### src/logic/csp_defs.svh
`ifndef CSP_DEFS_SVH
`define CSP_DEFS_SVH

// Timing figures in their own units
`define CSP_CLK_PERIOD_NS  25
`define CSP_CLK_MHZ        40
`define CSP_OSC_MHZ        12
`define CSP_EXT_MIN_MHZ    4

// Phase accumulator for the internal oscillator
`define CSP_ACC_W          16
`define CSP_ACC_SCALE      65536
`define CSP_OSC_INC_NOM    ((`CSP_OSC_MHZ * `CSP_ACC_SCALE) / `CSP_CLK_MHZ)

// External clock watchdog in internal oscillator cycles
`define CSP_TMO_W          6
`define CSP_TMO_LAST       6'h1F

// Widths and defaults of values loaded from OTP
`define CSP_TRIM_W         8
`define CSP_CFG_W          16
`define CSP_TRIM_DEF       8'h00
`define CSP_CFG_DEF        16'h0000

// Derived timebase dividers, in selected clock ticks
`define CSP_NDIV           4
`define CSP_DIV_W          8
`define CSP_DIV_CHOP       8'h10
`define CSP_DIV_BLANK      8'h04
`define CSP_DIV_STBY       8'hFF
`define CSP_DIV_STEP       8'h20

`endif

### src/logic/csp_pkg.sv
`default_nettype none
package csp_pkg;

  typedef enum logic [2:0] {
    CSP_ST_HOLD = 3'b001,
    CSP_ST_LOAD = 3'b010,
    CSP_ST_RUN  = 3'b100
  } csp_state_type;

  typedef enum logic {
    CSP_SRC_INT = 1'b0,
    CSP_SRC_EXT = 1'b1
  } csp_src_type;

endpackage
`default_nettype wire

### src/logic/csp_clk_sel.sv
`timescale 1ns/1ps
`default_nettype none
`include "csp_defs.svh"

// Behaviour
// (RL1) Board ties the clock pin to ground to run from the internal oscillator.
// (RL2) Internal oscillator ticks at nominal 12 MHz, trimmed by an OTP value.
// (RL3) First rising edge on the external clock pin selects the external source.
// (RL4) No external edge within 32 internal cycles reverts to the internal oscillator.
// (RL5) External source runs 8 to 13.4 MHz, never above 16 MHz.
// (RL6) External clocks down to 4 MHz keep the block running.
// (RL7) Power-on loads defaults, then captures trim and configuration from OTP.
// (RL8) Any monitored supply dropping returns everything to power-on defaults; the oscillator accumulator and its ticks keep running.
// (RL9) While the IO supply is off, all digital inputs are driven low; here only the test model drives the clock pin low, OTP inputs are not.
// (RL10) Chopper, blank, standstill and step timing all count selected clock ticks.
// (RL11) Source changes only deliver whole ticks, never truncated pulses.
module csp_clk_sel (
  input  wire logic                    clk,
  input  wire logic                    rst_n,
  input  wire logic                    ext_clk_pin,
  input  wire logic                    motor_supply_rail_ok,
  input  wire logic                    regulator_output_rail_ok,
  input  wire logic                    io_supply_rail_ok,
  input  wire logic [`CSP_TRIM_W-1:0]  otp_trim,
  input  wire logic [`CSP_CFG_W-1:0]   otp_cfg,
  output var  csp_pkg::csp_src_type    clk_src,
  output logic                         sel_tick,
  output logic                         init_done,
  output logic [`CSP_TRIM_W-1:0]       trim_out,
  output logic [`CSP_CFG_W-1:0]        cfg_out,
  output logic                         chop_tick,
  output logic                         blank_tick,
  output logic                         standstill_tick,
  output logic                         step_tick
);
  import csp_pkg::*;

  localparam logic [`CSP_DIV_W-1:0] DIV_TAB [`CSP_NDIV] = '{
    `CSP_DIV_CHOP, `CSP_DIV_BLANK, `CSP_DIV_STBY, `CSP_DIV_STEP};
  localparam logic [`CSP_ACC_W-1:0] INC_NOM = `CSP_ACC_W'(`CSP_OSC_INC_NOM);

  csp_state_type              state_r;
  csp_src_type                src_r;
  csp_src_type                src_nxt;
  logic [3:0]                 sup_s1_r;
  logic [3:0]                 sup_s2_r;
  logic                       ext_s3_r;
  logic                       ext_edge;
  logic                       ext_rise;
  logic                       ext_edge_r;
  logic                       osc_keep;
  logic                       sup_ok;
  logic [`CSP_ACC_W:0]        acc_sum;
  logic [`CSP_ACC_W-1:0]      acc_r;
  logic [`CSP_ACC_W-1:0]      inc;
  logic                       osc_tick;
  logic [`CSP_TMO_W-1:0]      tmo_r;
  logic                       tmo_hit;
  logic                       tick_nxt;
  logic                       sel_tick_r;
  logic                       done_r;
  logic [`CSP_TRIM_W-1:0]     trim_r;
  logic [`CSP_CFG_W-1:0]      cfg_r;
  logic [`CSP_NDIV-1:0]       div_tick_r;

  // Pin and supply monitors through two flip-flops; bit 0 is the clock pin
  always_ff @(posedge clk or negedge rst_n) begin
    if (!rst_n) begin
      sup_s1_r <= 4'h0;
      sup_s2_r <= 4'h0;
      ext_s3_r <= 1'b0;
      ext_edge_r <= 1'b0;
    end else begin
      sup_s1_r <= {motor_supply_rail_ok, regulator_output_rail_ok, io_supply_rail_ok,
                   ext_clk_pin};
      sup_s2_r <= sup_s1_r;
      ext_s3_r <= sup_s2_r[0];
      ext_edge_r <= ext_rise;
    end
  end

  assign sup_ok   = &sup_s2_r[3:1];                             // RL8
  // Extra edge stage lets the tick logic see a takeover one cycle ahead
  assign ext_rise = sup_s2_r[0] & ~ext_s3_r;
  assign ext_edge = ext_edge_r;

  // Power-on sequence
  always_ff @(posedge clk or negedge rst_n) begin
    if (!rst_n) begin
      state_r <= CSP_ST_HOLD;
    end else if (!sup_ok) begin
      state_r <= CSP_ST_HOLD;                                   // RL8
    end else begin
      case (state_r)
        CSP_ST_HOLD: state_r <= CSP_ST_LOAD;
        CSP_ST_LOAD: state_r <= CSP_ST_RUN;
        CSP_ST_RUN:  state_r <= CSP_ST_RUN;
        default:     state_r <= CSP_ST_HOLD;
      endcase
    end
  end

  // Defaults, then OTP capture
  always_ff @(posedge clk or negedge rst_n) begin
    if (!rst_n) begin
      trim_r <= `CSP_TRIM_DEF;
      cfg_r  <= `CSP_CFG_DEF;
      done_r <= 1'b0;
    end else if (!sup_ok || state_r == CSP_ST_HOLD) begin
      trim_r <= `CSP_TRIM_DEF;                                  // RL7
      cfg_r  <= `CSP_CFG_DEF;
      done_r <= 1'b0;
    end else if (state_r == CSP_ST_LOAD) begin
      trim_r <= otp_trim;                                       // RL7
      cfg_r  <= otp_cfg;
      done_r <= 1'b1;
    end
  end

  // Trimmed internal oscillator as a tick train
  assign inc      = INC_NOM + {{(`CSP_ACC_W-`CSP_TRIM_W){trim_r[`CSP_TRIM_W-1]}}, trim_r};
  assign acc_sum  = {1'b0, acc_r} + {1'b0, inc};                // RL2
  assign osc_tick = acc_sum[`CSP_ACC_W];

  always_ff @(posedge clk or negedge rst_n) begin
    if (!rst_n) begin
      acc_r <= '0;
    end else begin
      acc_r <= acc_sum[`CSP_ACC_W-1:0];
    end
  end

  // Source selection with external clock watchdog
  assign tmo_hit = osc_tick && (tmo_r == `CSP_TMO_LAST) && !ext_edge;

  always_comb begin
    src_nxt = src_r;
    if (state_r != CSP_ST_RUN || !sup_ok) begin
      src_nxt = CSP_SRC_INT;                                    // RL8
    end else if (src_r == CSP_SRC_INT && ext_edge) begin
      src_nxt = CSP_SRC_EXT;                                    // RL3
    end else if (src_r == CSP_SRC_EXT && tmo_hit) begin
      src_nxt = CSP_SRC_INT;                                    // RL4
    end
  end

  always_ff @(posedge clk or negedge rst_n) begin
    if (!rst_n) begin
      src_r <= CSP_SRC_INT;
    end else begin
      src_r <= src_nxt;
    end
  end

  always_ff @(posedge clk or negedge rst_n) begin
    if (!rst_n) begin
      tmo_r <= '0;
    end else if (src_r != CSP_SRC_EXT || ext_edge || tmo_hit) begin
      tmo_r <= '0;                                              // RL6
    end else if (osc_tick) begin
      tmo_r <= tmo_r + `CSP_TMO_W'(1);                          // RL4
    end
  end

  // Whole ticks only: each tick is one full edge of the chosen source
  // Osc tick dropped right after a tick or just before an external takeover
  assign osc_keep = !sel_tick_r && !(ext_rise && sup_ok && state_r != CSP_ST_HOLD);  // RL11
  assign tick_nxt = (src_nxt == CSP_SRC_EXT) ? ext_edge : (osc_tick && osc_keep);    // RL11

  always_ff @(posedge clk or negedge rst_n) begin
    if (!rst_n) begin
      sel_tick_r <= 1'b0;
    end else begin
      sel_tick_r <= tick_nxt;
    end
  end

  // Derived timebases
  genvar gi;
  generate
    for (gi = 0; gi < `CSP_NDIV; gi++) begin : g_div
      logic [`CSP_DIV_W-1:0] cnt_r;
      always_ff @(posedge clk or negedge rst_n) begin
        if (!rst_n) begin
          cnt_r            <= '0;
          div_tick_r[gi]   <= 1'b0;
        end else if (state_r != CSP_ST_RUN) begin
          cnt_r            <= '0;
          div_tick_r[gi]   <= 1'b0;
        end else if (tick_nxt) begin
          if (cnt_r == DIV_TAB[gi] - `CSP_DIV_W'(1)) begin
            cnt_r          <= '0;
            div_tick_r[gi] <= 1'b1;                             // RL10
          end else begin
            cnt_r          <= cnt_r + `CSP_DIV_W'(1);
            div_tick_r[gi] <= 1'b0;
          end
        end else begin
          div_tick_r[gi]   <= 1'b0;
        end
      end
    end
  endgenerate

  assign clk_src         = src_r;
  assign sel_tick        = sel_tick_r;
  assign init_done       = done_r;
  assign trim_out        = trim_r;
  assign cfg_out         = cfg_r;
  assign chop_tick       = div_tick_r[0];
  assign blank_tick      = div_tick_r[1];
  assign standstill_tick = div_tick_r[2];
  assign step_tick       = div_tick_r[3];

  property p_osc_rate;
    @(posedge clk) disable iff (!rst_n)
      osc_tick |=> !osc_tick ##[1:4] osc_tick;
  endproperty
  a_osc_rate: assert property (p_osc_rate) else $error("oscillator tick spacing wrong"); // RL2

  property p_switch_ext;
    @(posedge clk) disable iff (!rst_n)
      (state_r == CSP_ST_RUN && sup_ok && src_r == CSP_SRC_INT && ext_edge)
        |=> (src_r == CSP_SRC_EXT && sel_tick_r);
  endproperty
  a_switch_ext: assert property (p_switch_ext) else $error("no switch to external"); // RL3

  property p_revert;
    @(posedge clk) disable iff (!rst_n)
      (src_r == CSP_SRC_EXT && tmo_r == `CSP_TMO_LAST && osc_tick && !ext_edge)
        |=> src_r == CSP_SRC_INT;
  endproperty
  a_revert: assert property (p_revert) else $error("no revert after timeout"); // RL4

  property p_hold_ext;
    @(posedge clk) disable iff (!rst_n)
      (state_r == CSP_ST_RUN && sup_ok && src_r == CSP_SRC_EXT && !tmo_hit)
        |=> src_r == CSP_SRC_EXT;
  endproperty
  a_hold_ext: assert property (p_hold_ext) else $error("early revert to internal"); // RL6

  property p_load;
    @(posedge clk) disable iff (!rst_n)
      (state_r == CSP_ST_LOAD && sup_ok) |=> (done_r && trim_r == $past(otp_trim));
  endproperty
  a_load: assert property (p_load) else $error("OTP trim not captured"); // RL7

  property p_supply;
    @(posedge clk) disable iff (!rst_n)
      !sup_ok |=> (state_r == CSP_ST_HOLD && !done_r && src_r == CSP_SRC_INT
                   && cfg_r == `CSP_CFG_DEF);
  endproperty
  a_supply: assert property (p_supply) else $error("supply drop did not reset"); // RL8

  property p_chop_tick;
    @(posedge clk) disable iff (!rst_n)
      chop_tick |-> sel_tick_r;
  endproperty
  a_chop_tick: assert property (p_chop_tick) else $error("chopper tick off timebase"); // RL10

  property p_whole_tick;
    @(posedge clk) disable iff (!rst_n)
      (sel_tick_r && src_r == CSP_SRC_EXT) |-> $past(ext_edge);
  endproperty
  a_whole_tick: assert property (p_whole_tick) else $error("external tick without edge"); // RL11

  property p_one_tick;
    @(posedge clk) disable iff (!rst_n)
      sel_tick_r |=> !sel_tick_r;
  endproperty
  a_one_tick: assert property (p_one_tick) else $error("ticks back to back"); // RL11

  c_to_ext: cover property (@(posedge clk) disable iff (!rst_n)
    src_r == CSP_SRC_INT ##1 src_r == CSP_SRC_EXT);
  c_to_int: cover property (@(posedge clk) disable iff (!rst_n)
    src_r == CSP_SRC_EXT ##1 src_r == CSP_SRC_INT);
  c_reload: cover property (@(posedge clk) disable iff (!rst_n)
    done_r ##1 !done_r ##[1:10] done_r);
endmodule
`default_nettype wire

### config.mk
export PLATFORM = sky130hd
export DESIGN_NAME = csp_clk_sel
export DESIGN_NICKNAME = d
export VERILOG_FILES = /design/src/logic/csp_pkg.sv /design/src/logic/csp_clk_sel.sv
export VERILOG_INCLUDE_DIRS = /design/src /design/src/logic
export SDC_FILE = /design/constraint.sdc
export NUM_CORES = 1
export LEC_CHECK = 0
export ABC_AREA = 0
export ABC_CLOCK_PERIOD_IN_PS = 4100
export BUFFER_PORTS_ARGS = -buffer_cell sky130_fd_sc_hd__buf_2
export CORE_AREA = 2 2 124 157
export DETAILED_ROUTE_END_ITERATION = 6
export DIE_AREA = 0 0 126 159
export GPL_TIMING_DRIVEN = 0
export SETUP_SLACK_MARGIN = 0.2
export SLEW_MARGIN = 20
export SYNTH_ARGS = -nofsm -noshare
export SYNTH_HDL_FRONTEND = slang
export SYNTH_SLANG_ARGS = --single-unit
### constraint.sdc
create_clock -name clk -period 4.1 [get_ports clk]
set_clock_uncertainty 0.1 [all_clocks]
set_input_delay 0.615 -clock clk [delete_from_list [all_inputs] [get_ports clk]]
set_output_delay 0.615 -clock clk [all_outputs]
set_load 0.01 [all_outputs]
Yosys cells after proc, flatten, opt, wreduce, memory -nomap -nowiden
Cells that the tools add are included.
W data, S select, Z words.
{"block": "totals", "reg_bits": 98, "inputBits": 30, "wordCells": 99}
{"block": "op_classes", "addsub": 7, "n_eq_ne": 10, "n_mux": 38, "bitwise_logic": 3, "n_reduce_logical": 21}
{"operator": "$mux W8", "count": 14}
{"operator": "$add A8 B1 Y8 const B", "count": 4}
{"operator": "$mux W16", "count": 2}
{"operator": "$mux W1", "count": 18}
{"operator": "$add A16 B16 Y17", "count": 1}
{"operator": "$add A15 B16 Y16 const A", "count": 1}
{"operator": "$mux W6", "count": 2}
{"operator": "$eq A8 B2 Y1 const B", "count": 1}
{"operator": "$eq A8 B4 Y1 const B", "count": 1}
{"operator": "$eq A8 B5 Y1 const B", "count": 1}
{"operator": "$eq A8 B8 Y1 const B", "count": 1}
{"operator": "$logic_and A1 B1 Y1", "count": 8}
{"operator": "$add A6 B1 Y6 const B", "count": 1}
{"operator": "$eq A6 B5 Y1 const B", "count": 1}
{"operator": "$pmux W3 S2", "count": 1}
{"operator": "$reduce_bool A2 Y1", "count": 3}
{"operator": "$logic_not A1 Y1", "count": 4}
{"operator": "$logic_or A1 B1 Y1", "count": 4}
{"operator": "$eq A3 B1 Y1 const B", "count": 1}
{"operator": "$eq A3 B2 Y1 const B", "count": 1}
{"operator": "$eq A3 B3 Y1 const B", "count": 1}
{"operator": "$mux W3", "count": 1}
{"operator": "$ne A3 B1 Y1 const B", "count": 1}
{"operator": "$ne A3 B3 Y1 const B", "count": 1}
{"operator": "4 further kinds", "count": 5}

Depth between registers and ports, before layout
Gate-level depths: netlist of run 1.
{"block": "depth", "word_depth": 11, "ltp_mapped": 16, "depth_no_buf": 14}

Least setup slack after synthesis of run 1
Ideal clock, no wire load.
{"block": "synth_path", "kind": "flip-flop to flip-flop", "start": "register trim_r[2], in the netlist trim_out[2]", "end": "register g_div[3].cnt_r[6]", "setup_time_ns": 0.078, "arrival_time_ns": 3.001, "required_time_ns": 3.922, "path_slack_ns": 0.921, "stages_incl_launch_ff": 15, "n_path_buf": 1, "period_less_slack_ns": 3.179, "cell_sequence": "dfrtp_1 > inv_1 > ha_1 > nor2_1 > nor2_1 > nor2_1 > ha_1 > nand2_1 > or4b_1 > and4b_1 > nor2_1 > o21a_1 > buf_6 > or4_1 > a21oi_1"}
{"block": "synth_via", "elab_chain_len": 10}
{"element": "start, declared", "line": "csp_clk_sel.sv:62", "rtl": "logic [`CSP_TRIM_W-1:0] trim_r;"}
{"element": "start signal, assigned", "line": "csp_clk_sel.sv:106", "rtl": "trim_r <= `CSP_TRIM_DEF;"}
{"element": "start signal, assigned", "line": "csp_clk_sel.sv:110", "rtl": "trim_r <= `CSP_TRIM_DEF;"}
{"element": "start signal, assigned", "line": "csp_clk_sel.sv:114", "rtl": "trim_r <= otp_trim;"}
{"element": "$add A15 B16 Y16 *", "line": "csp_clk_sel.sv:121", "rtl": "assign inc = INC_NOM + {{(`CSP_ACC_W-`CSP_TRIM_W){trim_r[`CSP_TRIM_W-1]}}, trim_r};"}
{"element": "$add A16 B16 Y17 *", "line": "csp_clk_sel.sv:122", "rtl": "assign acc_sum = {1'b0, acc_r} + {1'b0, inc};"}
{"element": "$logic_and A1 B1 Y1 (2 in series)", "line": "csp_clk_sel.sv:134", "rtl": "assign tmo_hit = osc_tick && (tmo_r == `CSP_TMO_LAST) && !ext_edge;"}
{"element": "$logic_and A1 B1 Y1", "line": "csp_clk_sel.sv:142", "rtl": "end else if (src_r == CSP_SRC_EXT && tmo_hit) begin"}
{"element": "$mux W1", "line": "csp_clk_sel.sv:142"}
{"element": "$mux W1", "line": "csp_clk_sel.sv:140", "rtl": "end else if (src_r == CSP_SRC_INT && ext_edge) begin"}
{"element": "$mux W1", "line": "csp_clk_sel.sv:138", "rtl": "if (state_r != CSP_ST_RUN || !sup_ok) begin"}
{"element": "$mux W1 *", "line": "csp_clk_sel.sv:168", "rtl": "assign tick_nxt = (src_nxt == CSP_SRC_EXT) ? ext_edge : (osc_tick && osc_keep);"}
{"element": "$reduce_bool A2 Y1 (no source line) *"}
{"element": "end signal, assigned", "line": "csp_clk_sel.sv:195", "rtl": "cnt_r <= cnt_r + `CSP_DIV_W'(1);"}
{"element": "end, declared", "line": "csp_clk_sel.sv:182", "rtl": "logic [`CSP_DIV_W-1:0] cnt_r;"}
Every way passes the cells marked *; elsewhere a longest branch is shown, timed or not.
A chain may end at the register's enable or synchronous reset.

Worst setup path after layout of run 1
{"block": "layout_path", "start": "register trim_r[2], in the netlist trim_out[2]", "end": "register g_div[0].cnt_r[3]"}
{"block": "layout_via", "elab_chain_len": 10}
{"element": "$add A15 B16 Y16 *", "line": "csp_clk_sel.sv:121"}
{"element": "$add A16 B16 Y17 *", "line": "csp_clk_sel.sv:122"}
{"element": "$logic_and A1 B1 Y1 (2 in series)", "line": "csp_clk_sel.sv:134"}
{"element": "$logic_and A1 B1 Y1", "line": "csp_clk_sel.sv:142"}
{"element": "$mux W1", "line": "csp_clk_sel.sv:142"}
{"element": "$mux W1", "line": "csp_clk_sel.sv:140"}
{"element": "$mux W1", "line": "csp_clk_sel.sv:138"}
{"element": "$mux W1 *", "line": "csp_clk_sel.sv:168"}
{"element": "named net tick_nxt", "line": "csp_clk_sel.sv:59", "rtl": "logic tick_nxt;"}
{"element": "$reduce_bool A2 Y1 (no source line) *"}
{"element": "end signal, assigned", "line": "csp_clk_sel.sv:195"}
{"element": "end, declared", "line": "csp_clk_sel.sv:182"}
Mark *: on every way through the listed nets, which the timed path passes. The rest lies on a longest branch.

==> impl_metrics.json, run 1 <==
{
  "yosysSeqAreaShare_pct": 53.7,
  "fin_nets": 564,
  "start_util_pct": 24.7,
  "min_period_ns": 3.49,
  "place_ws_ns": 0.515,
  "syn_inst": 444,
  "holdBufCountCts": 0,
  "r2r_slack_ns": 0.61,
  "yosys.area_share.simple_pct": 17.5,
  "ys_types": 46,
  "routedWlPerCell_um": 13.1,
  "port_buffers": 60,
  "cp_slowest_cell": "or4b_1",
  "use_met3_pct": 1.95,
  "antenna_found_initial": 0,
  "numPlacedInstances": 737,
  "gr-usage-met2_pct": 17.4,
  "relSlewSlack_pct": 55.8,
  "grt_start_max_net_pins": 53,
  "r2r-start": "trim_out[2]",
  "max-cap-violations": 0,
  "start_kind": "flop",
  "ant_nets": 0,
  "synth_fa_ha_area_share_pct": 5.09,
  "worstMarginPinSlew_ns": 0.662,
  "use_met1_pct": 13.3,
  "reg2reg_depth": 16,
  "layout_common_cells": "dfrtp_1, buf_2, nor2_1, nand2_1, o21ai_0",
  "cp_max_fo": 10,
  "fin_ws_ns": 0.611,
  "ys_ff_latch": 98,
  "end_kind": "flop",
  "avgSynthCellArea_um2": 10.3,
  "critical_path_class": "reg -> reg",
  "dp_hpwl_um": 7020,
  "cp.arrival_ns": 3.66,
  "leakagePower_uw": 0.00258,
  "synth_fp_nets": 492,
  "grt_pass1_vias": 3489,
  "rsz0062_at_grt": "no",
  "drcViolationCount": 0,
  "fp.dieH_um": 159,
  "wl_um": 9890,
  "clk_pin_slew_ns": 0.08,
  "setup-tns-final_ns": 0,
  "top_usage_layer": "met2",
  "vias": 3513,
  "gp_congestion": 0.793,
  "powerDensity_mw_per_mm2": 454,
  "synthMuxAreaShare_pct": 0.219,
  "yosys_warnings": 0,
  "postPlaceCellArea_mm2": 0.00519,
  "status": "completed",
  "dominantRegCellSynth": "dfrtp_1",
  "pin_count": 61,
  "grt_pass1_wl_um": 17200,
  "drtIter0Drc": 233,
  "vdd_drop_max_mv": 0.159,
  "worst_skew_pair.late_latency_ns": 0.36,
  "rows": 56,
  "critical-path-top-delay-family": "simple AND/OR/NAND/NOR gates",
  "post_synth_instance_area_mm2": 0.00457,
  "crit_required_ns": 4.27,
  "grtUsageTotal_pct": 10.4,
  "drt_first_pass_iters": 4,
  "overflow": 0,
  "clock-sinks": 98,
  "ys_async_sr_fraction_pct": 100,
  "finalHoldViolCount": 0,
  "synth-compound-area-share_pct": 16.6,
  "crit_chain": "inv_1, ha_1, nor2_1, nor2_1, nor2_1, ha_1, nand2_1, or4b_1, and4b_1, nor2_1, o21a_1, buf_6, inv_1, buf_2, nand3_1, o21ai_0",
  "synth_top_family_by_area": "simple AND/OR/NAND/NOR gates",
  "crit_buf_inv": 4,
  "antenna_cells": 0,
  "via_per_inst": 4.67,
  "max_freq_mhz": 287,
  "layout_commonest_cell": "dfrtp_1",
  "clk_path_buf_depth": 2,
  "stdcell_count": 753,
  "cts_tree": "built",
  "slew_violations": 0,
  "coreArea_mm2": 0.0185,
  "chipWidth_um": 126,
  "clk_root_buffer_cell": "clkbuf_16",
  "final_cell_area_mm2": 0.00549,
  "drive_gt1_share_pct": 17.1,
  "reg2reg_to": "g_div[0].cnt_r[3]",
  "numCtsBuffers": 9,
  "critPathMaxStageDelay_ns": 0.53,
  "post-route-period-util_pct": 85.1,
  "htreeDepth": 3,
  "synth_edf_count": 0,
  "synth-xor-area-share_pct": 4.79,
  "die-area_mm2": 0.0200,
  "cp_common_cell": "nor2_1",
  "hp-class": "in -> async",
  "area_growth_pct": 20.2,
  "setup_violations": 0
}
report_power, final:
part	leakage, uW	total, uW	internal [uW]	switching, uW
Clock	0.000141	837	428	409
Sequential	0.00131	1110	1050	57.0
Combinational	0.00113	548	230	318
Total	0.00258	2490	1710	784
layer usage:
metal / up-vias / routed length, um
met1: 1720 / 4510
met5: - / 0
met4: 0 / 176
met3: 14 / 223
met2: 41 / 4970
li1: 1738 / -
state kept, by name (all words and copies together), names as in the netlist:
| name | flops |
|---|---|
| state_r | 3 |
| tmo_r | 6 |
| acc_r | 16 |
| standstill_tick | 1 |
| sup_s2_r | 4 |
| step_tick | 1 |
| ext_edge | 1 |
| clk_src | 1 |
| blank_tick | 1 |
| sup_s1_r | 4 |
| sel_tick | 1 |
| chop_tick | 1 |
| g_div.cnt_r | 32 |
| cfg_out | 16 |
| trim_out | 8 |
| ext_s3_r | 1 |
| init_done | 1 |
Yosys cell counts (3+ instances only):
library cell | instances | area (um^2)
o21bai_1 | 3 | 22.5
xor2_1 | 12 | 105
nand2_1 | 44 | 165
and3_1 | 11 | 68.8
o21ai_0 | 35 | 175
nor2b_1 | 5 | 31.3
a21oi_1 | 17 | 85.1
nand3_1 | 20 | 100
dfrtp_1 | 97 | 2430
ha_1 | 17 | 213
a211oi_1 | 3 | 22.5
clkbuf_1 | 10 | 37.5
nor2_1 | 49 | 184
a31oi_1 | 5 | 31.3
nor3_1 | 6 | 30.0
nand2b_1 | 3 | 18.8
or4_1 | 6 | 45.0
xnor2_1 | 13 | 114
nand4_1 | 6 | 37.5
or2_2 | 3 | 18.8
inv_1 | 10 | 37.5
and2_1 | 3 | 18.8
o31ai_1 | 8 | 60.1
o21a_1 | 3 | 22.5
a21o_1 | 3 | 22.5
a22o_1 | 24 | 210
layout make-up:
cell class / count / area, um^2
well taps: 232 / 290
plain buffers: 12 / 56.3
fillers: 1975 / 13000
clock inverters: 7 / 70.1
repair buffers: 61 / 334
inverters: 10 / 37.5
clock buffers: 9 / 225
flip-flops and latches: 98 / 2450
multi-input cells: 324 / 2020
worst max-delay path by stage:
stage / from / to / slack (ns) / cells past startpoint
final: trim_out[2] / g_div[0].cnt_r[3] / 0.61 / 16
after global routing: trim_out[0] / g_div[1].cnt_r[4] / 0.28 / 10
after CTS: trim_out[2] / g_div[1].cnt_r[4] / 0.47 / 14
after detailed placement: trim_out[2] / g_div[2].cnt_r[5] / 0.51 / 14
after global placement: trim_out[2] / g_div[1].cnt_r[4] / 0.52 / 14
after floorplan: trim_out[2] / g_div[3].cnt_r[6] / 0.92 / 14
logic make-up after synthesis:
| logic type | after synthesis |
|---|---|
| buf+inv | 22 |
| xor+xnor | 25 |
| simple gates | 166 |
| flops | 98 |
| compound gates | 113 |
| other cells | 1 |
| fa+ha+maj | 18 |
| mux | 1 |
metrics by stage:
stage	utilization [%]	total power, uW	hold slack [ns]
2_1_floorplan	-	1530	0.219
3_3_place_gp	27.9	1670	0.233
3_5_place_dp	28.1	1680	0.235
4_1_cts	29.7	2530	0.109
5_1_grt	29.7	2650	0.123
6_report	29.7	2490	0.0964
repair_timing:
item | CTS | global route
buffers inserted | 0 | 0
gates resized for setup | 0 | 4
endpoints found under the setup margin | 0 | 11
No activity file was read; power rests on OpenSTA's default activity.
==> run 2, diff against run 1 <==
Settings changed: CORE_AREA 2 2 124 157 to 2 2 82 103, CTS_BUF_LIST from default to sky130_fd_sc_hd__clkbuf_4, DIE_AREA 0 0 126 159 to 0 0 84 105, PLACE_DENSITY from default to 0.81.
==> run 2 against run 1 <==
Clock power shrank 37%. Utilization grew 37 points. Maximum frequency shrank 0.81%. Non-clock buffer count grew 1. Combinational power grew 2%. Worst hold slack gained 0.064 ns. Flip-flop and latch count is the same. Die area shrank 56%. Sequential share of layout area grew 2.6 points. Setup slack lost 0.029 ns. Final area shrank 5.6%. Highest routed layer unchanged.
==> impl_metrics.json, run 2 (synthesis gave the netlist of run 1 again) <==
{
  "r2r_slack_ns": 0.58,
  "area_growth_pct": 13.5,
  "antenna_cells": 0,
  "end_kind": "flop",
  "overflow": 0,
  "top_usage_layer": "met2",
  "clk_path_buf_depth": 2,
  "rows": 36,
  "clock_power_share_pct": 24.0,
  "vdd_drop_max_mv": 0.343,
  "cts_tree": "built",
  "dp_hpwl_um": 6560,
  "clock-sinks": 98,
  "vias": 3563,
  "setup_violations": 0,
  "postPlaceCellArea_mm2": 0.00502,
  "worstMarginPinSlew_ns": 0.643,
  "grt_start_max_net_pins": 64,
  "clk_root_buffer_cell": "clkbuf_4",
  "leakagePower_uw": 0.00251,
  "max-cap-violations": 0,
  "drive_gt1_share_pct": 16.7,
  "cp.arrival_ns": 3.78,
  "antenna_found_initial": 0,
  "r2r-start": "trim_out[2]",
  "cp_max_fo": 10,
  "slew_violations": 0,
  "holdPathStages": 1,
  "grtUsageTotal_pct": 22.0,
  "crit_chain": "inv_1, ha_1, nor2_1, nor2_1, nor2_1, ha_1, nand3b_1, a21oi_1, o311a_1, or2_2, a211oi_4, clkbuf_1, o21ai_0, o31ai_1",
  "swShare_pct": 32.7,
  "critPathMaxStageDelay_ns": 0.43,
  "p_int_uw": 1470,
  "largest_register_ffs": 32,
  "reg2reg_to": "g_div[0].cnt_r[7]",
  "grt_pass1_vias": 3441,
  "seqPwrFrac_pct": 50.5,
  "wl_um": 9310,
  "numCtsBuffers": 9,
  "cts_setup_buffers": 0,
  "pin_count": 61,
  "port_buffers": 60,
  "routedWlPerCell_um": 15.1,
  "critical_path_class": "reg -> reg",
  "via_per_inst": 5.77,
  "min_period_ns": 3.52,
  "status": "completed",
  "max_freq_mhz": 284,
  "gr-usage-met2_pct": 35.9,
  "powerDensity_mw_per_mm2": 422,
  "worstHoldStart": "motor_supply_rail_ok",
  "drt_first_pass_iters": 6,
  "die-area_mm2": 0.00882,
  "coreArea_mm2": 0.00779,
  "ant_nets": 0,
  "final_cell_area_mm2": 0.00518,
  "use_met3_pct": 2.84,
  "cp_common_cell": "nor2_1",
  "drcViolationCount": 0,
  "hp-class": "in -> reg",
  "layout_common_cells": "dfrtp_1, buf_2, nor2_1, nand2_1, o21ai_0",
  "start_kind": "flop",
  "gp_congestion": 0.891,
  "power_frac_comb_pct": 25.6,
  "rsz0062_at_grt": "no",
  "post-route-period-util_pct": 85.8,
  "crit_required_ns": 4.36,
  "relSlewSlack_pct": 57.1,
  "clk_pin_slew_ns": 0.15,
  "layout_commonest_cell": "dfrtp_1",
  "chipWidth_um": 84,
  "cp_slowest_cell": "a211oi_4",
  "fp.dieH_um": 105,
  "fin_nets": 565,
  "worst_skew_pair.late_latency_ns": 0.45,
  "hold-path-endpoint": "sup_s1_r[3]",
  "use_met1_pct": 29.3,
  "p_sw_uw": 716,
  "finalHoldViolCount": 0,
  "drtIter0Drc": 270,
  "top_register": "g_div.cnt_r",
  "htreeDepth": 3,
  "reg2reg_depth": 14,
  "grt_pass1_wl_um": 15700,
  "start_util_pct": 58.6,
  "setup-tns-final_ns": 0
}
run 2: area by class of cell:
class / count / area (um^2)
clock buffer: 9 / 67.6
multi-input combinational: 324 / 2030
clock inverter: 7 / 77.6
timing repair buffer: 62 / 344
tap: 95 / 119
fill: 603 / 2610
buffer: 12 / 53.8
sequential: 98 / 2450
inverter: 10 / 37.5
run 2: worst max-delay path, delay by kind of cell, from the launching register on:
| family | cells | cell delay, ns |
|---|---|---|
| compound gates | 5 | 1.09 |
| buf+inv | 2 | 0.48 |
| flops | 1 | 0.40 |
| fa+ha+maj | 2 | 0.53 |
| simple gates | 5 | 0.82 |
run 2: how the worst max path moves through the flow:
stage | start | end | slack [ns] | cells after the start
5_1_grt | trim_out[2] | g_div[0].cnt_r[3] | 0.23 | 16
4_1_cts | trim_out[2] | g_div[2].cnt_r[4] | 0.50 | 14
6_report | trim_out[2] | g_div[0].cnt_r[7] | 0.58 | 14
3_5_place_dp | trim_out[2] | g_div[0].cnt_r[7] | 0.56 | 14
3_3_place_gp | trim_out[0] | g_div[0].cnt_r[7] | 0.63 | 10
2_1_floorplan | trim_out[2] | g_div[3].cnt_r[6] | 0.92 | 14
run 2: timing repair:
action,CTS,global route
hold endpoints to repair,35,0
gates resized for setup,0,1
endpoints found under the setup margin,0,5
hold buffers,1,0
run 2: per-stage QoR:
step / hold WS [ns] / power (uW) / setup WS [ns] / instances / utilization [%]
after CTS: 0.136 / 2200 / 0.496 / 617 / 66.4
final: 0.160 / 2190 / 0.583 / 617 / 66.5
after global routing: 0.131 / 2310 / 0.231 / 617 / 66.5
after global placement: 0.234 / 1650 / 0.626 / 599 / 64.0
after detailed placement: 0.236 / 1680 / 0.556 / 600 / 64.4
after floorplan: 0.219 / 1530 / 0.921 / 444 / -
run 2: routing by layer:
layer / vias up / share of wire [%]
li1: 1729 / -
met1: 1752 / 44
met2: 66 / 51
met3: 16 / 3.1
met4: 0 / 2.0
met5: - / 0
run 2: power by group through the flow:
stage | sequential, uW | clock (uW) | combinational [uW]
detailed placement | 1120 | 0 | 552
CTS | 1100 | 539 | 557
global placement | 1120 | 0 | 526
global route | 1110 | 575 | 627
finish | 1100 | 525 | 559
floorplan | 1110 | 0 | 414
